## src/verilog/maf_pkg.sv

```systemverilog
// Package: constants for the module address and I/O front-end
`default_nettype none
package maf_pkg;
    // =====================================================
    // Address selection
    localparam int ADDR_W = 4;
    localparam logic [7:0] REPLY_ADDR_STRAP = 8'hff;
    localparam logic [3:0] ADDR_ALL_LOW = 4'h0;
    // =====================================================
    // Analog input
    localparam int ADC_W = 12;
    localparam logic [11:0] ADC_FULL_SCALE = 12'hfff;
    // =====================================================
    // Timing (clock 10 MHz)
    localparam int CLK_HZ = 10000000;
    localparam int STRAP_SETTLE_US = 10;
    localparam int STRAP_SETTLE_CYC = (STRAP_SETTLE_US * (CLK_HZ / 1000000));
    localparam int SETTLE_CNT_W = 8;
    localparam int BAUD_DEFAULT = 9600;
    localparam int BAUD_MAX = 1000000;
    localparam int BAUD_DIV_W = 11;
    // Clocks per bit, rounded down so 9600 baud gives 1041
    localparam int BAUD_DIV_DEFAULT = CLK_HZ / BAUD_DEFAULT;
    localparam int BAUD_DIV_MIN = CLK_HZ / BAUD_MAX;
    // =====================================================
    // Front-end sequencer states
    typedef enum logic [1:0] {
        MAF_SETTLE,
        MAF_CAPTURE,
        MAF_RUN
    } maf_state_t;
endpackage
`default_nettype wire

```

## src/verilog/maf_sync3.sv

```systemverilog
// Three-flop input synchroniser with agreement filter
`timescale 1ns/1ps
`default_nettype none
module maf_sync3 #(
    parameter int W = 1
) (
    input wire logic sys_clk,
    input wire logic rst,
    input wire logic [W-1:0] async_in,
    output logic [W-1:0] sync_out
);
    logic [W-1:0] s1_q, s2_q, s3_q, out_q;
    logic [W-1:0] out_d;

    // Change counts only once stages two and three agree
    always_comb begin
        out_d = out_q;
        for (int i = 0; i < W; i++) begin
            if (s2_q[i] == s3_q[i]) begin
                out_d[i] = s3_q[i];
            end
        end
    end

    always_ff @(posedge sys_clk or posedge rst) begin
        if (rst) begin
            s1_q <= '0;
            s2_q <= '0;
            s3_q <= '0;
            out_q <= '0;
        end else begin
            s1_q <= async_in;
            s2_q <= s1_q;
            s3_q <= s2_q;
            out_q <= out_d;
        end
    end

    assign sync_out = out_q;
endmodule // maf_sync3
`default_nettype wire

```

## src/verilog/maf_adc_conv.sv

```systemverilog
// Analog sample conditioning: saturation and digital read
`timescale 1ns/1ps
`default_nettype none
module maf_adc_conv
    import maf_pkg::*;
(
    input wire logic sys_clk,
    input wire logic rst,
    input wire logic [ADC_W:0] adc_raw,
    input wire logic adc_raw_valid,
    input wire logic digital_mode,
    input wire logic digital_level,
    output logic [ADC_W-1:0] adc_code,
    output logic adc_code_valid,
    output logic digital_value
);
    logic [ADC_W-1:0] code_q, code_d;
    logic valid_q, valid_d;
    logic dig_q, dig_d;

    // Raw word carries one overrange bit above full scale
    always_comb begin
        code_d = code_q;
        valid_d = 1'b0;
        dig_d = dig_q;
        if (adc_raw_valid && !digital_mode) begin
            valid_d = 1'b1;
            if (adc_raw[ADC_W]) begin
                code_d = ADC_FULL_SCALE;
            end else begin
                code_d = adc_raw[ADC_W-1:0];
            end
        end
        if (digital_mode) begin
            dig_d = digital_level;
        end
    end

    always_ff @(posedge sys_clk or posedge rst) begin
        if (rst) begin
            code_q <= '0;
            valid_q <= 1'b0;
            dig_q <= 1'b0;
        end else begin
            code_q <= code_d;
            valid_q <= valid_d;
            dig_q <= dig_d;
        end
    end

    assign adc_code = code_q;
    assign adc_code_valid = valid_q;
    assign digital_value = dig_q;
endmodule // maf_adc_conv
`default_nettype wire

```

## src/verilog/maf_frontend.sv

```systemverilog
// Top: address selection, limit gating, analog input, factory restore
// Function
// - All straps low: use stored nonvolatile address or node id.
// - Any strap high: address or node id is strap value 1..15.
// - Strap address under native protocol forces reply address 255.
// - Enabled, active left switch blocks negative-direction motion.
// - Enabled, active right switch blocks positive-direction motion.
// - Analog input is 12-bit 0..4095, saturating above range.
// - Analog input may be read as a digital input.
// - Shorted programming pads at power-up restore factory defaults.
// - Defaults apply from next power-up once short removed; here the default rate is forced at once, while the restore request is up.
// - Serial rate defaults to 9600, limited to 1 Mbit/s.
// - CAN interface disabled while USB is connected.
`timescale 1ns/1ps
`default_nettype none
module maf_frontend
    import maf_pkg::*;
(
    input wire logic sys_clk,
    input wire logic rst,
    input wire logic address_strap_bit0,
    input wire logic address_strap_bit1,
    input wire logic address_strap_bit2,
    input wire logic address_strap_bit3,
    input wire logic [7:0] stored_address,
    input wire logic [7:0] stored_reply_address,
    input wire logic native_protocol,
    input wire logic limit_left_enable,
    input wire logic limit_right_enable,
    input wire logic limit_left_switch,
    input wire logic limit_right_switch,
    input wire logic move_negative_req,
    input wire logic move_positive_req,
    input wire logic [ADC_W:0] adc_raw,
    input wire logic adc_raw_valid,
    input wire logic analog_digital_mode,
    input wire logic analog_input_channel,
    input wire logic programming_clock_pad,
    input wire logic programming_data_pad,
    input wire logic restore_done,
    input wire logic [BAUD_DIV_W-1:0] baud_div_config,
    input wire logic baud_config_valid,
    input wire logic usb_present,
    output logic [7:0] module_address,
    output logic [7:0] reply_address,
    output logic address_from_straps,
    output logic address_valid,
    output logic move_negative_allow,
    output logic move_positive_allow,
    output logic [ADC_W-1:0] adc_code,
    output logic adc_code_valid,
    output logic analog_digital_value,
    output logic factory_restore_req,
    output logic [BAUD_DIV_W-1:0] baud_div,
    output logic can_enable
);
    // =====================================================
    // Input synchronisers for pins
    logic [3:0] strap_s;
    logic lim_l_s, lim_r_s, ain_s, pclk_s, pdat_s, usb_s;

    maf_sync3 #(.W(10)) u_sync (
        .sys_clk(sys_clk),
        .rst(rst),
        .async_in({address_strap_bit3, address_strap_bit2, address_strap_bit1, address_strap_bit0,
                   limit_left_switch, limit_right_switch, analog_input_channel,
                   programming_clock_pad, programming_data_pad, usb_present}),
        .sync_out({strap_s, lim_l_s, lim_r_s, ain_s, pclk_s, pdat_s, usb_s})
    );

    // =====================================================
    // Power-up sequencer: settle, capture straps and pads once
    maf_state_t state_q, state_d;
    logic [SETTLE_CNT_W-1:0] cnt_q, cnt_d;
    logic [7:0] addr_q, addr_d;
    logic [7:0] reply_q, reply_d;
    logic strap_q, strap_d;
    logic valid_q, valid_d;
    logic restore_q, restore_d;

    localparam logic [SETTLE_CNT_W-1:0] SETTLE_LAST = SETTLE_CNT_W'(STRAP_SETTLE_CYC - 1);

    always_comb begin
        state_d = state_q;
        cnt_d = cnt_q;
        addr_d = addr_q;
        reply_d = reply_q;
        strap_d = strap_q;
        valid_d = valid_q;
        restore_d = restore_q;
        unique case (state_q)
            MAF_SETTLE: begin
                // Wait for the synchroniser and pull-ups to settle
                if (cnt_q == SETTLE_LAST) begin
                    state_d = MAF_CAPTURE;
                end else begin
                    cnt_d = cnt_q + 1'b1;
                end
            end
            MAF_CAPTURE: begin
                if (strap_s == ADDR_ALL_LOW) begin
                    addr_d = stored_address;
                    reply_d = stored_reply_address;
                    strap_d = 1'b0;
                end else begin
                    addr_d = {4'h0, strap_s};
                    strap_d = 1'b1;
                    reply_d = native_protocol ? REPLY_ADDR_STRAP : stored_reply_address;
                end
                // Shorted pads read equal-high under the pad pull-ups
                restore_d = pclk_s && pdat_s;
                valid_d = 1'b1;
                state_d = MAF_RUN;
            end
            MAF_RUN: begin
                // Straps no longer looked at until next reset
                if (restore_done) begin
                    restore_d = 1'b0;
                end
            end
            default: begin
                state_d = MAF_SETTLE;
            end
        endcase
    end

    always_ff @(posedge sys_clk or posedge rst) begin
        if (rst) begin
            state_q <= MAF_SETTLE;
            cnt_q <= '0;
            addr_q <= 8'h00;
            reply_q <= 8'h00;
            strap_q <= 1'b0;
            valid_q <= 1'b0;
            restore_q <= 1'b0;
        end else begin
            state_q <= state_d;
            cnt_q <= cnt_d;
            addr_q <= addr_d;
            reply_q <= reply_d;
            strap_q <= strap_d;
            valid_q <= valid_d;
            restore_q <= restore_d;
        end
    end

    // =====================================================
    // Limit gating, baud select, CAN enable
    logic neg_q, neg_d, pos_q, pos_d;
    logic [BAUD_DIV_W-1:0] baud_q, baud_d;
    logic can_q, can_d;

    localparam logic [BAUD_DIV_W-1:0] DIV_DEFAULT = BAUD_DIV_W'(BAUD_DIV_DEFAULT);
    localparam logic [BAUD_DIV_W-1:0] DIV_MIN = BAUD_DIV_W'(BAUD_DIV_MIN);

    always_comb begin
        neg_d = move_negative_req && !(limit_left_enable && lim_l_s);
        pos_d = move_positive_req && !(limit_right_enable && lim_r_s);
        baud_d = baud_q;
        // Faster than the transceiver limit clamps to it
        if (restore_q) begin
            baud_d = DIV_DEFAULT;
        end else if (baud_config_valid) begin
            baud_d = (baud_div_config < DIV_MIN) ? DIV_MIN : baud_div_config;
        end
        can_d = !usb_s;
    end

    always_ff @(posedge sys_clk or posedge rst) begin
        if (rst) begin
            neg_q <= 1'b0;
            pos_q <= 1'b0;
            baud_q <= DIV_DEFAULT;
            can_q <= 1'b0;
        end else begin
            neg_q <= neg_d;
            pos_q <= pos_d;
            baud_q <= baud_d;
            can_q <= can_d;
        end
    end

    // =====================================================
    // Analog input
    maf_adc_conv u_adc (
        .sys_clk(sys_clk),
        .rst(rst),
        .adc_raw(adc_raw),
        .adc_raw_valid(adc_raw_valid),
        .digital_mode(analog_digital_mode),
        .digital_level(ain_s),
        .adc_code(adc_code),
        .adc_code_valid(adc_code_valid),
        .digital_value(analog_digital_value)
    );

    assign module_address = addr_q;
    assign reply_address = reply_q;
    assign address_from_straps = strap_q;
    assign address_valid = valid_q;
    assign move_negative_allow = neg_q;
    assign move_positive_allow = pos_q;
    assign factory_restore_req = restore_q;
    assign baud_div = baud_q;
    assign can_enable = can_q;
endmodule // maf_frontend
`default_nettype wire

```

## config.mk

```make
export PLATFORM = sky130hd
export DESIGN_NAME = maf_frontend
export DESIGN_NICKNAME = d
export VERILOG_FILES = /design/src/verilog/maf_pkg.sv /design/src/verilog/maf_sync3.sv /design/src/verilog/maf_adc_conv.sv /design/src/verilog/maf_frontend.sv
export SDC_FILE = /design/constraint.sdc
export NUM_CORES = 1
export LEC_CHECK = 0
export ABC_AREA = 1
export BUFFER_PORTS_ARGS = -buffer_cell sky130_fd_sc_hd__buf_2
export CAP_MARGIN = 20
export CORE_MARGIN = 10
export CORE_UTILIZATION = 55
export CTS_CLUSTER_SIZE = 30
export DETAILED_ROUTE_END_ITERATION = 10
export PLACE_DENSITY = 0.84
export SLEW_MARGIN = 20
export SYNTH_ARGS = -nofsm -noshare
export SYNTH_HDL_FRONTEND = slang
export SYNTH_HIERARCHICAL = 1
export SYNTH_SLANG_ARGS = --single-unit
```

## constraint.sdc

```tcl
create_clock -name sys_clk -period 1.96 [get_ports sys_clk]
set_input_delay 0.392 -clock sys_clk [delete_from_list [all_inputs] [get_ports sys_clk]]
set_output_delay 0.392 -clock sys_clk [all_outputs]
set_load 0.01 [all_outputs]
```

## Yosys cells after proc, flatten, opt, wreduce, memory -nomap -nowiden

Cells that the tools add are included.

- Flip-flop bits (word level): 97
- Input bits: 61
- Logic and storage cells: 76
- Output and inout bits: 47

- Reduce and logical (&&, ||, !) cells: 17
- $add $sub $neg: 1
- Multiplexer cells: 13
- Equal/unequal tests: 15
- Magnitude comparators: 1
- Bitwise operators: 2

Operator list:

| kind | number |
|---|---|
| $mux W11 | 3 |
| $mux W8 | 3 |
| $mux W12 | 1 |
| $lt A11 B4 Y1 const B | 1 |
| $eq A1 B1 Y1 | 10 |
| $add A8 B1 Y8 const B | 1 |
| $eq A8 B7 Y1 const B | 1 |
| $logic_and A1 B1 Y1 | 6 |
| $pmux W2 S3 | 1 |
| $reduce_and A2 Y1 | 3 |
| $logic_not A1 Y1 | 4 |
| $logic_not A4 Y1 | 1 |
| $ne A2 B2 Y1 const B | 2 |
| $reduce_bool A2 Y1 | 2 |
| $mux W1 | 3 |
| $eq A2 B1 Y1 const B | 1 |
| $eq A2 B2 Y1 const B | 1 |
| $logic_not A2 Y1 | 1 |
| $mux W2 | 1 |
| $not A1 Y1 | 2 |
| $pmux W1 S2 | 1 |

## Longest topological paths before layout

- Depth after elaboration: 4
- Mapped depth: 8

## Hierarchy

The synthesis kept the hierarchy.

Modules (own cells, without submodules):

| module | area each (um2) | instances | cells each |
|---|---|---|---|
| maf_frontend | 1914.3 | 1 | 227 |
| maf_sync3 | 1167.4 | 1 | 81 |
| maf_adc_conv | 649.4 | 1 | 86 |

## Worst setup path before layout

OpenSTA, ideal clock, no wires.

- Path kind: flip-flop to flip-flop
- From: register cnt_q[0]
- To: register cnt_q[7]
- Library setup time: 0.116 ns
- Data required time: 1.844 ns
- Data arrival time: 1.009 ns
- Path slack: 0.835 ns
- Path buffers: 0
- Cell stages (with the launch flop): 8
- Cell sequence: dfrtp_1 ha_1 nand2_1 nor2_4 inv_2 nand2_4 nand2_1 nand2_1

- Word-level cells in the longest chain between the ends: 3
- Elaborated cells between the ends (all ways): 4

Ends and longest elaborated chain:

| what | line | source |
|---|---|---|
| start, declared | maf_frontend.sv:74 | `logic [SETTLE_CNT_W-1:0] cnt_q, cnt_d;` |
| start signal, assigned | maf_frontend.sv:138 | `cnt_q <= cnt_d;` |
| parallel branches: the longest is 3 deep, another holds $add A8 B1 Y8 | -- |  |

Several ways; the timed one is not identified.
A chain may end at the register's enable or synchronous reset.

## Worst setup path after layout

- From: register baud_q[10], in the netlist baud_div[10]
- To: output port baud_div[10]

RTL lines:

| what | line | source |
|---|---|---|
| start, declared | maf_frontend.sv:150 | `logic [BAUD_DIV_W-1:0] baud_q, baud_d;` |
| start signal, assigned | maf_frontend.sv:178 | `baud_q <= baud_d;` |
| end, declared | maf_frontend.sv:54 | `output logic [BAUD_DIV_W-1:0] baud_div,` |

No word-level cell between the ends.

==> results.md <==
- Critical path class: register to output pin
- Rows: 29
- Worst Setup End Kind: output pin
- CP arrival: 1.04 ns
- Fmax: 0.700 GHz
- Status: completed
- Tot Pwr: 3.90 mW
- Sw Ratio: 24.2%
- Core ar.: 6460 um^2
- Initial detailed-routing violation count: 237
- Psw: 0.941 mW
- Fin nets: 571
- DRC: 0
- DR WL/cell: 14.4 um
- CTS HTree Levels: 3
- Largest net degree at the start of global routing: 41
- Vias/cell: 4.92
- GRT Residual Overflow: 0
- Int Pwr: 2.96 mW
- Leakage Power: 2.50 nW
- Mapped cell area: 3730 um^2
- Initial antenna violation count: 0
- Crit Path Max Fanout: 2
- Setup crit start: baud_div[10]$_DFFE_PP1P_
- CTS sink count: 97
- Dominant cells by area after synthesis: dfrtp_1, nand2_1, inv_1
- Final setup vio count: 0
- Yosys top cell by area: dfrtp_1
- ANT cells: 0
- Final Skew: 0.00651 ns
- Slowest stage delay, CP: 0.54 ns
- Area growth, synth to finish: 22.5%
- PwrDens: 852 nW/um^2
- Worst vdd ir: 0.849 mV
- Critical Path Start Type: register
- Hold WC Path Type: primary input to asynchronous set/reset pin
- Final Hold Vio Count: 0
- CTS clock-pin slew for the worst setup and hold paths: 0.09 ns
- Later-pin clock latency in the skew report: 0.36 ns
- Avg Inst Size Synth: 9.47 um^2
- Die ar.: 10500 um^2
- First-pass GRT wire length: 13800 um
- Synth cell types: 26
- #FFs+latches synth: 97
- Top cell type's share of synthesized area: 63.0%
- Post-CTS Hold Buffers: 0
- Post-DP HPWL: 6430 um
- Die H: 102 um
- Max_cap viols: 0
- Post-Route WL: 8500 um
- CTS Root Cell: clkbuf_8
- Via count: 2908
- Final antenna-violating net count: 0
- DR pass1 iterations: 6
- Worst rel slew slack: 64.6%
- CTS Buf Count: 9
- Resized Gates After CTS: 0
- Postcts setup bufs: 0
- R2R Path Start: cnt_q[0]$_DFFE_PP0P_
- Cells after Synth: 394
- CTS tree: done
- Slew @ Worst Pin: 0.531 ns
- RSZ-0062 raised after global routing: false
- CP cell instances: buf_2
- Fin crit share: 72.9%
- Initial Util: 57.8%
- Longest Clk Path Bufs: 2
- IO Count: 108
- Period minus WS final: 1.43 ns
- Flop pwr share: 55.4%
- Max-slew violations: 0
- Synth warnings: 6
- Die X: 102 um
- Power share of the clock group: 36.4%
- Final GP Congestion: 0.861
- Slowest CP cell: dfstp_2
- Global Route Usage Sum: 17.0%
- Vias in the first global route: 2919
- Port bufs: 107
- Number of buffers and inverters on the critical path: 1
- Gate power share: 8.2%
- Syn nets: 456
- Family with the most delay on the worst path: flip-flops
- Register area share after synthesis: 65.2%
- Setup TNS: 0 ns
- Data required, critical path: 1.57 ns
- Layout cells sized above 1: 28.4%
==> area by class of cell <==
cell class	count	area [um^2]
sequential	97	2430
fill	499	1890
multi-input combinational	239	1060
timing repair buffer	110	571
inverter	52	195
clock buffer	10	128
tap	77	96.3
clock inverter	6	91.3
==> cells in the final DEF (no fill, tap or decap), types with 2 or more instances in the layout <==
cell type   Yosys  routed
a21boi_0        2       2
a21oi_1        20      20
buf_2           3     107
buf_4           1       2
bufinv_16       0       2
clkbuf_8        0       9
clkinv_1        2       2
clkinvlp_4      0       3
dfrtp_1        94      94
dfstp_2         3       3
inv_1          45      44
inv_2           5       6
nand2_1       139     139
nand2_2         2       2
nand3_1        12      12
nor2_1         38      38
nor2_4          5       5
o211ai_2        2       2
o21ai_0         9       9
xor2_1          2       2
==> stage by stage <==
stage | hold WS (ns) | instances | setup WS (ns) | util (%) | area, um^2
2_1_floorplan | 0.281 | 394 | 0.570 | - | 3730
3_3_place_gp | 0.332 | 575 | 0.762 | 67.4 | 4350
3_5_place_dp | 0.339 | 575 | 0.695 | 67.4 | 4350
4_1_cts | 0.0466 | 591 | 0.523 | 70.8 | 4570
5_1_grt | 0.0655 | 591 | 0.507 | 70.8 | 4570
6_report | 0.0366 | 591 | 0.531 | 70.8 | 4570
==> per-layer routing <==
layer | vias to the layer above | GRT usage, % | routed length, um | part of all wire (%)
li1 | 1423 | - | - | -
met1 | 1384 | 19.0 | 3170 | 37
met2 | 85 | 29.2 | 4500 | 53
met3 | 16 | 4.93 | 622 | 7.3
met4 | 0 | 8.24 | 209 | 2.5
met5 | - | 0 | 0 | 0
==> cells by family (layout without fill, tap and decap cells) <==
logic type / Yosys count / in the layout / synth area share, %
simple gates: 201 / 201 / 22.3
flops: 97 / 97 / 65.2
buf+inv: 58 / 178 / 6.44
compound gates: 34 / 34 / 5.10
xor+xnor: 3 / 3 / 0.704
fa+ha+maj: 1 / 1 / 0.335
==> final timing paths <==
path | to | slack (ns) | cells after the start
setup / recovery | baud_div[10] | 0.53 | 1
hold reg to reg | u_sync/s2_q[1]$_DFF_PP0_ | 0.36 | 0
hold / removal | move_positive_allow$_DFF_PP0_ | 0.04 | 2
max in group asynchronous | baud_div[10]$_DFFE_PP1P_ | 1.37 | 3
setup reg to reg | cnt_q[6]$_DFFE_PP0P_ | 0.66 | 7
min in group sys_clk | u_sync/s1_q[4]$_DFF_PP0_ | 0.13 | 1
==> power groups by stage <==
stage	sequential (mW)	combinational [mW]	clock, mW
floorplan	2.21	0.141	0
global placement	2.19	0.315	0
detailed placement	2.20	0.325	0
CTS	2.16	0.327	1.44
global route	2.17	0.361	1.52
finish	2.16	0.320	1.42
==> sequential cells by signal, indices dropped and copies added, names as in the netlist <==
register,cells
u_adc/adc_code,12
move_negative_allow,1
cnt_q,8
reply_address,8
u_sync/s3_q,10
address_valid,1
can_enable,1
factory_restore_req,1
u_adc/adc_code_valid,1
move_positive_allow,1
module_address,8
state_q,2
address_from_straps,1
u_sync/sync_out,10
u_sync/s2_q,10
u_adc/digital_value,1
baud_div,11
u_sync/s1_q,10
==> synth_stat cells <==
cell type  instances
a21oi_1           20
nand3_1           12
a21boi_0           2
inv_2              5
dfrtp_1           94
nand2_2            2
xnor2_1            1
ha_1               1
nor2_2             1
buf_2              3
or2_2              1
o21ai_0            9
clkinv_1           2
nand2_4            1
o211ai_2           2
nand4_1            1
nand3b_1           1
o21ai_1            1
nand2_1          139
nor2_1            38
nor2_4             5
xor2_1             2
buf_6              2
buf_4              1
dfstp_2            3
inv_1             45
No activity file was read; power rests on OpenSTA's default activity.
